## src/hw/otgsi_defs.vh

```
// Register map, field positions and reset values for the OTG status and interrupt block
`ifndef OTGSI_DEFS_VH
`define OTGSI_DEFS_VH

`define OTGSI_AW 4
`define OTGSI_OFS_OTG_CS 4'h0
`define OTGSI_OFS_OTG_IRQ 4'h4
`define OTGSI_OFS_BUS_CS 4'h8
`define OTGSI_OFS_GIRQ_FLAG 4'hc
`define OTGSI_CS_RESET 32'h00000800
`define OTGSI_ZERO32 32'h00000000

// Control and status fields
`define OTGSI_B_SES 19
`define OTGSI_A_SES 18
`define OTGSI_DEB 17
`define OTGSI_IDL 16
`define OTGSI_B_NEG_EN 11
`define OTGSI_A_NEG_EN 10
`define OTGSI_NEG_REQ 9
`define OTGSI_NEG_OK 8
`define OTGSI_SES_REQ 1
`define OTGSI_SES_OK 0

// OTG interrupt flag fields and the bus control global enable
`define OTGSI_NEG_END 9
`define OTGSI_SES_END 8
`define OTGSI_GIRQ_EN 0
// Per-source enables start at this bit of the bus control word
`define OTGSI_FLAG_EN_LSB 6
// Reset level of the B side negotiation enable (control word resets to 0x800)
`define OTGSI_B_NEG_EN_RST 1'b1
// Padding that fills bits 5:1 of the bus control image and the upper bits of the flag image
`define OTGSI_BUS_PAD 5'h00
`define OTGSI_FLAG_PAD 6'h00

// Global source flag vector: 25 sources plus wakeup
`define OTGSI_NSRC 26
`define OTGSI_SRC_W 26
`define OTGSI_WAKE_BIT 25
// Mask of sources kept in host mode, device mode
`define OTGSI_HOST_MASK 26'h3fc007f
`define OTGSI_DEV_MASK 26'h3fbffc5

`endif

```

## src/hw/otgsi_core.v

```verilog
// OTG session, negotiation status and global interrupt source grouping
//
// Implementation choice: strobed register access.
`timescale 1ns/1ps
`include "otgsi_defs.vh"

module otgsi_core (
    input wire core_clk,
    input wire resetn,
    input wire [`OTGSI_AW-1:0] reg_addr,
    input wire [31:0] reg_wdata,
    input wire reg_wr,
    input wire reg_rd,
    output reg [31:0] reg_rdata,
    input wire host_mode,
    input wire b_session_valid,
    input wire a_session_valid,
    input wire debounce_kind,
    input wire id_level,
    input wire neg_done,
    input wire neg_ok,
    input wire peer_neg_req,
    input wire ses_done,
    input wire ses_ok,
    input wire [`OTGSI_SRC_W-2:0] src_event,
    input wire wake_event,
    output reg neg_start,
    output reg peer_neg_accept,
    output reg ses_start,
    output wire global_irq,
    output wire wakeup_irq
);

    // Control register state
    reg b_neg_en_q;
    reg a_neg_en_q;
    reg neg_req_q;
    reg neg_ok_q;
    reg ses_req_q;
    reg ses_ok_q;
    reg neg_end_q;
    reg ses_end_q;
    reg girq_en_q;
    reg [`OTGSI_SRC_W-1:0] flag_q;
    reg [`OTGSI_SRC_W-1:0] flag_en_q;
    reg [`OTGSI_SRC_W-1:0] mode_mask;
    reg [31:0] cs_val;
    reg [31:0] irq_val;

    // Register map as seen from the plain register port
    //
    // Offset 0x0, OTG control and status word
    //   bit 19  B session valid, live level from the transceiver, read only
    //   bit 18  A session valid, live level from the transceiver, read only
    //   bit 17  Debounce kind of the last connection, live level, read only
    //   bit 16  ID pin level, live level, read only
    //   bit 11  B side negotiation enable, read-write, comes out of reset set
    //   bit 10  A side negotiation enable, read-write, comes out of reset clear
    //   bit 9   Negotiation request, set by software, dropped only after the end flag
    //   bit 8   Negotiation success, set by the link, cleared by a new request
    //   bit 1   Session request, set by software, dropped only after the end flag
    //   bit 0   Session request success, set by the link, cleared by a new request
    //   Every other bit reads zero and ignores writes.
    //
    // Offset 0x4, OTG event flags, write one to clear
    //   bit 9   Negotiation finished
    //   bit 8   Session request finished
    //
    // Offset 0x8, bus control word
    //   bit 0       Global interrupt enable
    //   bits 31:6   One enable per global source, source i at bit i+6
    //
    // Offset 0xc, global source flags, write one to clear
    //   bits 25:0   One sticky flag per source, wakeup in the top bit
    //
    // Source bit order of the global flag word and of src_event
    //   0   Session event, both modes
    //   1   Disconnect, host only
    //   2   ID level change, both modes
    //   3   Periodic transmit queue empty, host only
    //   4   Host channels summary, host only
    //   5   Host port summary, host only
    //   6   Shared incomplete bit: periodic in host, iso OUT in device
    //   7   Iso IN incomplete, device only
    //   8   OUT endpoint summary, device only
    //   9   IN endpoint summary, device only
    //   10  End of periodic frame, device only
    //   11  Iso OUT packet dropped, device only
    //   12  Enumeration done, device only
    //   13  Bus reset seen, device only
    //   14  Suspend, device only
    //   15  Early suspend, device only
    //   16  Global OUT NAK in force, device only
    //   17  Global IN NAK in force, device only
    //   18  Nonperiodic transmit queue empty, host only
    //   19  Receive queue not empty, both modes
    //   20  Frame start, both modes
    //   21  OTG summary, both modes
    //   22  Mode fault, both modes
    //   23  Spare, both modes
    //   24  Spare, both modes
    //   25  Wakeup, fed by its own input and never masked by mode
    //
    // Behaviour worth knowing
    //   A source event is qualified by the mode level in the same cycle it
    //   arrives, so a mode change only affects events that come after it.
    //   Flags are sticky: an event in the same cycle as a clear write wins,
    //   so software never loses an event that lands on top of its clear.
    //   The same holds for the two OTG end flags.
    //   A request bit cannot be dropped before its end flag is up; a zero
    //   write before that leaves it set, which keeps software from cutting
    //   a handshake that the link side is still running.
    //   The negotiation start pulse looks at the enable value being written
    //   in the same word, so clearing the enable and requesting together
    //   never starts anything.
    //   The wakeup line is a plain level of its flag and needs no clock to
    //   hold; the global enable does not gate it.
    //   The global line is combinational from flops only, so it carries no
    //   glitch from the register port.
    //   Read data stand for exactly one cycle after the read strobe and are
    //   zero at all other times, which lets a shared read bus OR the slaves.
    //   Unmapped offsets read zero and ignore writes.

    // Address match helper used by the write decode only
    function hit;
        input [`OTGSI_AW-1:0] a;
        input [`OTGSI_AW-1:0] ofs;
        begin
            hit = (a == ofs);
        end
    endfunction

    wire wr_cs = reg_wr && hit(reg_addr, `OTGSI_OFS_OTG_CS);
    wire wr_irq = reg_wr && hit(reg_addr, `OTGSI_OFS_OTG_IRQ);
    wire wr_bus = reg_wr && hit(reg_addr, `OTGSI_OFS_BUS_CS);
    wire wr_gflag = reg_wr && hit(reg_addr, `OTGSI_OFS_GIRQ_FLAG);
    // Enable vector for the global sources sits in bits 31:6 of bus control
    wire neg_set = wr_cs && reg_wdata[`OTGSI_NEG_REQ] && !neg_req_q;
    wire ses_set = wr_cs && reg_wdata[`OTGSI_SES_REQ] && !ses_req_q;
    wire neg_end_clr = wr_irq && reg_wdata[`OTGSI_NEG_END];
    wire ses_end_clr = wr_irq && reg_wdata[`OTGSI_SES_END];

    // Mode qualification of source events
    always @* begin
        mode_mask = host_mode ? `OTGSI_HOST_MASK : `OTGSI_DEV_MASK;
    end

    // B side negotiation enable, set out of reset
    always @(posedge core_clk or negedge resetn) begin
        if (!resetn) begin
            b_neg_en_q <= `OTGSI_B_NEG_EN_RST;
        end else if (wr_cs) begin
            b_neg_en_q <= reg_wdata[`OTGSI_B_NEG_EN];
        end
    end

    // A side negotiation enable
    always @(posedge core_clk or negedge resetn) begin
        if (!resetn) begin
            a_neg_en_q <= 1'b0;
        end else if (wr_cs) begin
            a_neg_en_q <= reg_wdata[`OTGSI_A_NEG_EN];
        end
    end

    // Global interrupt enable
    always @(posedge core_clk or negedge resetn) begin
        if (!resetn) begin
            girq_en_q <= 1'b0;
        end else if (wr_bus) begin
            girq_en_q <= reg_wdata[`OTGSI_GIRQ_EN];
        end
    end

    // Negotiation request: set by software, dropped after end on zero write or end clear
    always @(posedge core_clk or negedge resetn) begin
        if (!resetn) begin
            neg_req_q <= 1'b0;
        end else if (neg_set) begin
            neg_req_q <= 1'b1;
        end else if (neg_end_q && ((wr_cs && !reg_wdata[`OTGSI_NEG_REQ]) || neg_end_clr)) begin
            neg_req_q <= 1'b0;
        end
    end

    // Session request: same life cycle as the negotiation request
    always @(posedge core_clk or negedge resetn) begin
        if (!resetn) begin
            ses_req_q <= 1'b0;
        end else if (ses_set) begin
            ses_req_q <= 1'b1;
        end else if (ses_end_q && ((wr_cs && !reg_wdata[`OTGSI_SES_REQ]) || ses_end_clr)) begin
            ses_req_q <= 1'b0;
        end
    end

    // Start pulses to the link side; the B enable in the same word decides the negotiation start only
    always @(posedge core_clk or negedge resetn) begin
        if (!resetn) begin
            neg_start <= 1'b0;
            ses_start <= 1'b0;
            peer_neg_accept <= 1'b0;
        end else begin
            neg_start <= neg_set && reg_wdata[`OTGSI_B_NEG_EN];
            ses_start <= ses_set;
            peer_neg_accept <= peer_neg_req && a_neg_en_q;
        end
    end

    // Negotiation success flag
    always @(posedge core_clk or negedge resetn) begin
        if (!resetn) begin
            neg_ok_q <= 1'b0;
        end else if (neg_set) begin
            neg_ok_q <= 1'b0;
        end else if (neg_done && neg_ok) begin
            neg_ok_q <= 1'b1;
        end
    end

    // Session request success flag
    always @(posedge core_clk or negedge resetn) begin
        if (!resetn) begin
            ses_ok_q <= 1'b0;
        end else if (ses_set) begin
            ses_ok_q <= 1'b0;
        end else if (ses_done && ses_ok) begin
            ses_ok_q <= 1'b1;
        end
    end

    // Negotiation end flag: set wins over clear
    always @(posedge core_clk or negedge resetn) begin
        if (!resetn) begin
            neg_end_q <= 1'b0;
        end else if (neg_done) begin
            neg_end_q <= 1'b1;
        end else if (neg_end_clr) begin
            neg_end_q <= 1'b0;
        end
    end

    // Session request end flag: set wins over clear
    always @(posedge core_clk or negedge resetn) begin
        if (!resetn) begin
            ses_end_q <= 1'b0;
        end else if (ses_done) begin
            ses_end_q <= 1'b1;
        end else if (ses_end_clr) begin
            ses_end_q <= 1'b0;
        end
    end

    // Global source flags and their enables, one per bit
    genvar gi;
    generate
        for (gi = 0; gi < `OTGSI_NSRC; gi = gi + 1) begin : g_src
            wire ev;
            if (gi == `OTGSI_WAKE_BIT) begin : g_wk
                assign ev = wake_event;
            end else begin : g_ev
                assign ev = src_event[gi] && mode_mask[gi];
            end
            always @(posedge core_clk or negedge resetn) begin
                if (!resetn) begin
                    flag_q[gi] <= 1'b0;
                    flag_en_q[gi] <= 1'b0;
                end else begin
                    if (ev) begin
                        flag_q[gi] <= 1'b1;
                    end else if (wr_gflag && reg_wdata[gi]) begin
                        flag_q[gi] <= 1'b0;
                    end
                    if (wr_bus) begin
                        flag_en_q[gi] <= reg_wdata[gi + `OTGSI_FLAG_EN_LSB];
                    end
                end
            end
        end
    endgenerate

    // Interrupt outputs
    assign global_irq = girq_en_q && |(flag_q[`OTGSI_WAKE_BIT-1:0] &
        flag_en_q[`OTGSI_WAKE_BIT-1:0]);
    // Wakeup line is a pure level of the flag so it holds without clock
    assign wakeup_irq = flag_q[`OTGSI_WAKE_BIT];

    // Register images
    always @* begin
        cs_val = `OTGSI_ZERO32;
        cs_val[`OTGSI_B_SES] = b_session_valid;
        cs_val[`OTGSI_A_SES] = a_session_valid;
        cs_val[`OTGSI_DEB] = debounce_kind;
        cs_val[`OTGSI_IDL] = id_level;
        cs_val[`OTGSI_B_NEG_EN] = b_neg_en_q;
        cs_val[`OTGSI_A_NEG_EN] = a_neg_en_q;
        cs_val[`OTGSI_NEG_REQ] = neg_req_q;
        cs_val[`OTGSI_NEG_OK] = neg_ok_q;
        cs_val[`OTGSI_SES_REQ] = ses_req_q;
        cs_val[`OTGSI_SES_OK] = ses_ok_q;
        irq_val = `OTGSI_ZERO32;
        irq_val[`OTGSI_NEG_END] = neg_end_q;
        irq_val[`OTGSI_SES_END] = ses_end_q;
    end

    // Read data, one cycle after the strobe
    always @(posedge core_clk or negedge resetn) begin
        if (!resetn) begin
            reg_rdata <= `OTGSI_ZERO32;
        end else if (reg_rd) begin
            case (reg_addr)
                `OTGSI_OFS_OTG_CS: reg_rdata <= cs_val;
                `OTGSI_OFS_OTG_IRQ: reg_rdata <= irq_val;
                `OTGSI_OFS_BUS_CS: reg_rdata <= {flag_en_q, `OTGSI_BUS_PAD, girq_en_q};
                `OTGSI_OFS_GIRQ_FLAG: reg_rdata <= {`OTGSI_FLAG_PAD, flag_q};
                default: reg_rdata <= `OTGSI_ZERO32;
            endcase
        end else begin
            reg_rdata <= `OTGSI_ZERO32;
        end
    end

endmodule // otgsi_core

```

## config.mk

```make
export PLATFORM = sky130hd
export DESIGN_NAME = otgsi_core
export DESIGN_NICKNAME = d
export VERILOG_FILES = /design/src/hw/otgsi_core.v
export VERILOG_INCLUDE_DIRS = /design/src /design/src/hw
export SDC_FILE = /design/constraint.sdc
export NUM_CORES = 1
export LEC_CHECK = 0
export BUFFER_PORTS_ARGS = -buffer_cell sky130_fd_sc_hd__buf_2
export CAP_MARGIN = 20
export CORE_MARGIN = 5
export CORE_UTILIZATION = 53
export CTS_BUF_LIST = sky130_fd_sc_hd__clkbuf_4
export DETAILED_ROUTE_END_ITERATION = 10
export GPL_ROUTABILITY_DRIVEN = 1
export PLACE_DENSITY = 0.83
export SYNTH_ARGS = -nofsm -noshare
export SYNTH_HDL_FRONTEND = slang
export SYNTH_SLANG_ARGS = --single-unit
```

## constraint.sdc

```tcl
create_clock -name core_clk -period 1.7 [get_ports core_clk]
set_input_delay 0.255 -clock core_clk [delete_from_list [all_inputs] [get_ports core_clk]]
set_output_delay 0.255 -clock core_clk [all_outputs]
set_load 0.02 [all_outputs]
```

* Word-level counts from Yosys, hierarchy flattened
Index checks and enable logic that the tools add are counted.
Storage, ports and cells: flip-flop bits (word level) 96, input port bits 76, output and inout bits 37, logic and storage cells 246
Cells by class: eq/ne operators 3, muxes and demuxes 67, bitwise gates (word level) 1, reductions and logical operators 110
Operators by type and width (count):
- $pmux 32 s4 | 1
- $logic_and 1x1->1 | 64
- $mux 1 | 64
- $reduce_bool 2->1 | 32
- $mux 32 | 1
- $and 25x25->25 | 1
- $reduce_or 25->1 | 1
- $mux 19 | 1
- $eq 4x4->1 const B | 2
- $logic_and 1x1->1 const B | 6
- $eq 4x3->1 const B | 1
- $logic_not 1->1 | 4
- $logic_not 4->1 | 1
- $logic_or 1x1->1 | 2

* Logic depth before layout (Yosys ltp)
Gate-level depths: netlist of the first run.
depth after elaboration 7, depth in mapped cells 7, depth with buffers taken out 4

* Worst setup path after synthesis of the first run
No wires, ideal clock.
kind input port to flip-flop, from in reg_addr[2], to reg flag_en_q[0], setup time 0.128 ns, arrival 1.404 ns, data required time 1.572 ns, slack 0.168 ns, stages on the path 4, path buffers 1, cell sequence nor4b_4 > nand2_4 > buf_2 > mux2_1
On the way: cells in the longest elaborated chain, start to end 2
RTL lines:
- from (decl) | line otgsi_core.v:10 | input wire [`OTGSI_AW-1:0] reg_addr,
- $eq 4x4->1 | line otgsi_core.v:129 | hit = (a == ofs);
- $logic_and 1x1->1 | line otgsi_core.v:135 | wire wr_bus = reg_wr && hit(reg_addr, `OTGSI_OFS_BUS_CS);
- to (signal, indexed assignment) | line otgsi_core.v:275 | flag_en_q[gi] <= reg_wdata[gi + `OTGSI_FLAG_EN_LSB];
- to (decl) | line otgsi_core.v:45 | reg [`OTGSI_SRC_W-1:0] flag_en_q;
No other way between the ends. A chain may end at the register's enable or synchronous reset.

* Final worst setup path of the first run
from reg flag_q[23], to out global_irq
On the way: cells in the longest elaborated chain, start to end 3
RTL lines:
- from (decl) | line otgsi_core.v:44 | reg [`OTGSI_SRC_W-1:0] flag_q;
- from (signal, indexed assignment) | line otgsi_core.v:266 | flag_q[gi] <= 1'b0;
- from (signal, indexed assignment) | line otgsi_core.v:270 | flag_q[gi] <= 1'b1;
- from (signal, indexed assignment) | line otgsi_core.v:272 | flag_q[gi] <= 1'b0;
- $and 25x25->25 | line otgsi_core.v:283 | assign global_irq = girq_en_q && |(flag_q[`OTGSI_WAKE_BIT-1:0] &
- $reduce_or 25->1 | line otgsi_core.v:283
- $logic_and 1x1->1 | line otgsi_core.v:283
- to (decl) | line otgsi_core.v:30 | output wire global_irq,
No other way between the ends.

==> metrics, run 1 <==
static leakage=2.321 nW; Worst setup EP type=output pin; layout cell share with drive strength beyond 1=35.16%; TritonCTS clock tree=yes; ANT cells=0; starting DRC count in detailed routing=281; Seq/Total Area, Yosys=63.36%; # Max-Cap Violations=0; Biggest register=reg_rdata; summed negative setup slack over all endpoints=-0.4129 ns; core box area=6869 sq um; cell internal power dissipation=0.003392 W; hold path startpoint=reg_wdata[21]; Slowest Stage Delay on Critical Path=0.43 ns; final weighted congestion in routability-driven placement=0.8606; initial antenna violation count=0; total length of routed met2 wires=5194 um; DRT met1 WL=4010 um; most common cell after layout, fill and taps aside=sky130_fd_sc_hd__buf_2; number of rows created at floorplan=30; placed wire-length estimate after detailed placement=7386 um; mean instance size in the synthesized netlist=12.60 sq um; CP startpoint kind=flop; library cell contributing the largest single delay on the critical path=sky130_fd_sc_hd__dfrtp_1; power share of the sequential group=57.6%; number of search-and-repair iterations in the first detailed-routing pass=5; Layout Nets=510; vias in the first global route=3,203; Max transition margin=71.60%; pin count of the biggest net entering global routing=39; cell chosen for the clock root=sky130_fd_sc_hd__clkbuf_4; combinational group share of total power=13.0%; post-CTS clock slew at the launch and capture registers of the worst setup and hold paths=0.15 ns; Die X-Extent=94.61 um; worst hold path type=primary input to flop; Clk Latency, worst-skew pair=0.44 ns; Regs by FF count=reg_rdata (32), flag_en_q (26), flag_q (25); YS warnings=0; total die area=8950 sq um; post-CTS setup buffer count=0; DP Cell Count=506; reg-to-reg critical path startpoint=neg_req_q$_DFFE_PN0P_; H-tree Lvls=3; leading area contributor after synthesis=sky130_fd_sc_hd__dfrtp_1; CTS buffer count=9; Remaining Overflow, GRT=0; Data arrival, critical path=1.86 ns; crit path kind=flop to output pin; result of the run=finished with violations; top post-synthesis cells by area=sky130_fd_sc_hd__dfrtp_1, sky130_fd_sc_hd__a22oi_1, sky130_fd_sc_hd__mux2_1; ratio of total power to cell area=956.4 nW/um^2; Cell variety after synth=30; post-layout minimum cycle time=2.113 ns; Synth Instances=301; average wire per cell in the routed design=19.45 um; count of cells along the worst register-to-register path=3; Final period util=124.3%; setup repair after global routing missed its margin=yes; total I/O pin count=113; routed wl met3=940 um; highest achievable clock rate=0.4733 GHz; CP Buf/Inv Count=1; slew at the pin closest to its max-slew limit=0.4256 ns; synthesis-stage register bit count=96; terminus of the critical flop-to-flop path=neg_start$_DFF_PN0_; R2R setup slack=0.71 ns; fraction of power spent switching nets=26.72%; sink count of the clock tree=96; commonest cells after routing, fill and taps aside=sky130_fd_sc_hd__buf_2, sky130_fd_sc_hd__dfrtp_1, sky130_fd_sc_hd__nand2_1; post-synthesis to final-layout area growth=27.57%; Critical Path Fanout Max=3; cell-by-cell listing of the critical path=a22o_1 > a221oi_2 > nand4_1 > o31a_1 > buf_2; DR vias=3,109; maximum clock skew at final layout=0.01895 ns; Die Span Y=94.61 um; number of vias per cell after detailed routing=5.822; final standard cell count with taps included and fillers excluded=534; Post-Route Hold Slack=0.03459 ns; number of input and output port buffers inserted=112; global-route usage over all layers=24.50%; portion of synthesized cell area occupied by the leading cell type=62.66%; Final Worst Setup Slack=-0.4129 ns; number of buffers between clock root and the deepest sink=2; routed wire length=10,390 um; net switching component of the power=0.001237 W; total chip power=0.004629 W; DR top layer=met4; Synthesized Nets=377; Data required, critical path=1.44 ns; post-route ant nets=0; maximum resistive drop on vdd=0.4512 mV; Initial Util=55.23%; violations in the final reports=setup timing; clock share of power=29.4%; global-route wire length before repair=16,430 um; hold worst-path end=flag_en_q[15]$_DFFE_PN0P_; family with the most delay on the worst path=compound AO/OA/AOI/OAI gates; Setup Viol. Count Final=1; flip-flop count of the largest register, all copies and words added=32; count of endpoints failing hold in the final timing report=0; number of cells traversed by the worst hold path=2; max-slew violations=0; combined area of all synthesized cells=3794 sq um; DRC errors left=0
==> worst reg2reg max path, delay by kind of cell (launching register included) <==
| family | cells | cell delay [ns] |
|---|---|---|
| buffers and inverters | 1 | 0.16 |
| flip-flops | 1 | 0.44 |
| AND/OR/NAND/NOR | 2 | 0.34 |
==> worst max path at each step <==
| stage | slack, ns | cells past startpoint | end | start |
|---|---|---|---|---|
| floorplan | 0.17 | 4 | flag_en_q[0]$_DFFE_PN0P_ | reg_addr[2] |
| global placement | 0.1 | 5 | global_irq | flag_q[23]$_DFFE_PN0P_ |
| detailed placement | 0.04 | 5 | global_irq | flag_q[23]$_DFFE_PN0P_ |
| CTS | -0.41 | 5 | global_irq | flag_q[23]$_DFFE_PN0P_ |
| global route | -0.51 | 5 | global_irq | flag_q[23]$_DFFE_PN0P_ |
| finish | -0.41 | 5 | global_irq | flag_q[23]$_DFFE_PN0P_ |
==> synth_stat cells, drive strengths merged <==
cell type,n
dfstp,1
nor4b,2
nand3,3
o22ai,1
dfrtp,95
inv,2
mux2,29
a211o,1
a21o,12
nor3b,2
a222oi,1
nand4,2
a22o,17
nand2,37
nor2,17
a21oi,12
o31a,1
clkbuf,9
buf,6
nor4bb,1
a22oi,33
nor4,1
a221oi,1
and2,3
and3,10
a31oi,1
o211ai,1
==> layout make-up <==
type                       instances  area, sq um
multi-input combinational        188         1340
sequential                        96         2404
fill                             481         2029
tap                               96        120.1
clock buffer                       9        67.56
inverter                           2        7.507
clock inverter                     6        92.59
timing repair buffer             137        808.3
==> through the flow <==
| step | instance area [sq um] | util (%) | setup slack, ns |
|---|---|---|---|
| 4_1_cts | 4830 | 70.31 | -0.4122 |
| 2_1_floorplan | 3794 | - | 0.1685 |
| 3_3_place_gp | 4543 | 66.14 | 0.09514 |
| 5_1_grt | 4840 | 70.46 | -0.5147 |
| 3_5_place_dp | 4543 | 66.14 | 0.03594 |
| 6_report | 4840 | 70.46 | -0.4129 |
==> cell families after synthesis <==
group           Yosys count  share of synthesized area, %
mux                      29                         8.608
flops                    96                         63.36
buf+inv                  17                         1.880
simple gates             78                         10.26
compound gates           81                         15.90
==> layer usage <==
layer	track usage, %	vias up
met5	0	-
met4	9.615	0
met3	4.940	22
met2	40.28	188
met1	32.01	1532
li1	-	1367
==> timing repair <==
item | CTS | global route
endpoints found under the hold margin | 34 | 1
gates resized for setup | 1 | 0
endpoints found under the setup margin | 1 | 1
hold buffers | 12 | 1
==> power groups by stage <==
stage,sequential (W),combinational (W),clock [W]
after detailed placement,0.00270,0.000570,0
after global placement,0.00269,0.000545,0
final,0.00267,0.000602,0.00136
after CTS,0.00266,0.000600,0.00137
after global routing,0.00269,0.000659,0.00147
after floorplan,0.00266,0.000290,0
No activity file was read; power rests on OpenSTA's default activity.
==> inputs of run 2 (changes only) <==
REMOVE_ABC_BUFFERS = 1   (was not set)
==> run 2 against run 1 <==
Non-clock buffer count is 3 lower. Critical path type unchanged. Clock-buffer cell count increased by 2. The run still ends with setup timing left. Largest power group unchanged. Sequential share of layout area is 0.74 points higher. Power is 7.2% lower. Global-route usage decreased by 1.5 points. Maximum frequency rose by 0.98%. Register-to-register slack worse by 0.05 ns. Routed wire length is 2.9% lower. Largest cell class unchanged. Setup slack better by 0.021 ns. Critical path depth stayed put.
==> metrics, run 2 (same netlist as run 1, synthesis figures left out) <==
DR vias=3,050 (was 3,109); worst hold path type=primary input to flop (unchanged); placed wire-length estimate after detailed placement=7108 um (was 7386 um); Layout Nets=507 (was 510); Regs by FF count=reg_rdata (32), flag_en_q (26), flag_q (25) (unchanged); post-synthesis to final-layout area growth=25.69% (was 27.57%); max-slew violations=0 (unchanged); maximum clock skew at final layout=0.01216 ns (was 0.01895 ns); initial antenna violation count=0 (unchanged); total area of multi-input combinational cells=1340 sq um (unchanged); ANT cells=0 (unchanged); pin count of the biggest net entering global routing=53 (was 39); Register Area=2404 sq um (unchanged); summed negative setup slack over all endpoints=-0.3924 ns (was -0.4129 ns); Critical Path Fanout Max=2 (was 3); post-route ant nets=0 (unchanged); reg-to-reg critical path startpoint=neg_req_q$_DFFE_PN0P_ (unchanged); CTS buffer count=9 (unchanged); Worst setup EP type=output pin (unchanged); Setup Viol. Count Final=1 (unchanged); post-CTS clock slew at the launch and capture registers of the worst setup and hold paths=0.15 ns (about the same); R2R setup slack=0.66 ns (was 0.71 ns); final weighted congestion in routability-driven placement=0.8397 (was 0.8606); most common cell after layout, fill and taps aside=sky130_fd_sc_hd__buf_2 (unchanged); crit path kind=flop to output pin (unchanged); result of the run=finished with violations (unchanged); count of cells along the worst register-to-register path=2 (was 3); Initial Util=55.23% (unchanged); total I/O pin count=113 (unchanged); Remaining Overflow, GRT=0 (unchanged); violations in the final reports=setup timing (unchanged); Biggest register=reg_rdata (unchanged); commonest cells after routing, fill and taps aside=sky130_fd_sc_hd__buf_2, sky130_fd_sc_hd__dfrtp_1, sky130_fd_sc_hd__nand2_1 (unchanged); global-route usage over all layers=23.00% (was 24.50%); terminus of the critical flop-to-flop path=neg_start$_DFF_PN0_ (unchanged); family with the most delay on the worst path=compound AO/OA/AOI/OAI gates (unchanged); global-route wire length before repair=15,520 um (was 16,430 um); average wire per cell in the routed design=18.96 um (was 19.45 um); Post-Route Hold Slack=0.02031 ns (was 0.03459 ns); Final Worst Setup Slack=-0.3924 ns (was -0.4129 ns); ratio of total power to cell area=900.8 nW/um^2 (was 956.4 nW/um^2); CP startpoint kind=flop (unchanged); number of search-and-repair iterations in the first detailed-routing pass=5 (unchanged); cell-by-cell listing of the critical path=a22o_1 > a221oi_2 > nand4_1 > o31a_1 > buf_2 (unchanged); H-tree Lvls=3 (unchanged); # Max-Cap Violations=0 (unchanged); total die area=8950 sq um (unchanged); library cell contributing the largest single delay on the critical path=sky130_fd_sc_hd__dfrtp_1 (unchanged); CP Buf/Inv Count=1 (unchanged); number of vias per cell after detailed routing=5.733 (was 5.822); cell chosen for the clock root=sky130_fd_sc_hd__clkbuf_4 (unchanged); slew at the pin closest to its max-slew limit=0.4780 ns (was 0.4256 ns); Die Span Y=94.61 um (unchanged); routed wire length=10,090 um (was 10,390 um); Final period util=123.1% (was 124.3%); Filler Cells Inserted=505 (was 481); Data required, critical path=1.44 ns (about the same); starting DRC count in detailed routing=185 (was 281); sink count of the clock tree=96 (unchanged); number of cells traversed by the worst hold path=2 (unchanged); Clk Latency, worst-skew pair=0.42 ns (was 0.44 ns); hold path startpoint=ses_done (was reg_wdata[21]); maximum resistive drop on vdd=0.4925 mV (was 0.4512 mV); TritonCTS clock tree=yes (unchanged); post-CTS setup buffer count=0 (unchanged); highest achievable clock rate=0.4779 GHz (was 0.4733 GHz); hold worst-path end=ses_end_q$_DFFE_PN0P_ (was flag_en_q[15]$_DFFE_PN0P_); flip-flop count of the largest register, all copies and words added=32 (unchanged); number of buffers between clock root and the deepest sink=2 (unchanged); vias in the first global route=3,110 (was 3,203); number of input and output port buffers inserted=112 (unchanged); Data arrival, critical path=1.84 ns (was 1.86 ns); core box area=6869 sq um (unchanged); setup repair after global routing missed its margin=yes (unchanged); number of rows created at floorplan=30 (unchanged); Max transition margin=68.10% (was 71.60%); static leakage=2.280 nW (was 2.321 nW); Slowest Stage Delay on Critical Path=0.41 ns (was 0.43 ns); count of endpoints failing hold in the final timing report=0 (unchanged); DRC errors left=0 (unchanged); layout cell share with drive strength beyond 1=35.09% (was 35.16%); Die X-Extent=94.61 um (unchanged); post-layout minimum cycle time=2.092 ns (was 2.113 ns)
-- run 2: metrics by stage --
stage          cells  cell area, sq um  utilization (%)  setup slack [ns]  power (W)
6_report         532              4768            69.42           -0.3924   0.004295
5_1_grt          532              4768            69.42           -0.4763   0.004491
3_5_place_dp     505              4536            66.03           0.04455   0.003266
4_1_cts          529              4738            68.98           -0.4057   0.004303
2_1_floorplan    286              3730                -            -1.551   0.002941
3_3_place_gp     505              4536            66.03           0.07044   0.003225
-- run 2: worst max-delay path by stage --
stage                                   start  slack [ns]  cells past startpoint                endpoint
finish                 flag_q[23]$_DFFE_PN0P_       -0.39                      5              global_irq
global route        flag_en_q[23]$_DFFE_PN0P_       -0.48                      5              global_irq
CTS                    flag_q[23]$_DFFE_PN0P_       -0.41                      5              global_irq
detailed placement     flag_q[23]$_DFFE_PN0P_        0.04                      5              global_irq
global placement       flag_q[23]$_DFFE_PN0P_        0.07                      5              global_irq
floorplan                         reg_addr[0]       -1.55                      4  flag_q[10]$_DFFE_PN0P_
-- run 2: what timing repair did --
| action | in CTS | in global routing |
|---|---|---|
| gates resized for setup | 1 | 0 |
| endpoints found under the setup margin | 1 | 1 |
| pin swaps | 0 | 0 |
| hold buffers | 8 | 3 |
| endpoints found under the hold margin | 40 | 3 |
-- run 2: layout make-up --
class	instances	share of cell area [%]
clock buffers	11	1.732
clock inverters	5	0.7085
inverters	2	0.1574
multi-input cells	188	28.10
flip-flops and latches	96	50.41
well taps	96	2.519
repair buffers	134	16.37
-- run 2: report_power, final --
group | total [W] | switching (W) | internal (W)
Sequential | 0.00266 | 0.000171 | 0.00249
Clock | 0.00105 | 0.000718 | 0.000329
Combinational | 0.000586 | 0.000285 | 0.000301
Total | 0.00430 | 0.00117 | 0.00312
-- run 2: per-layer routing --
layer  vias to the layer above  track usage [%]  wire length [um]
met2                       154            38.34              4973
met5                         -                0                 0
met4                         0            7.332               159
met3                        15            3.108               693
li1                       1360                -                 -
met1                      1521            31.36              4261
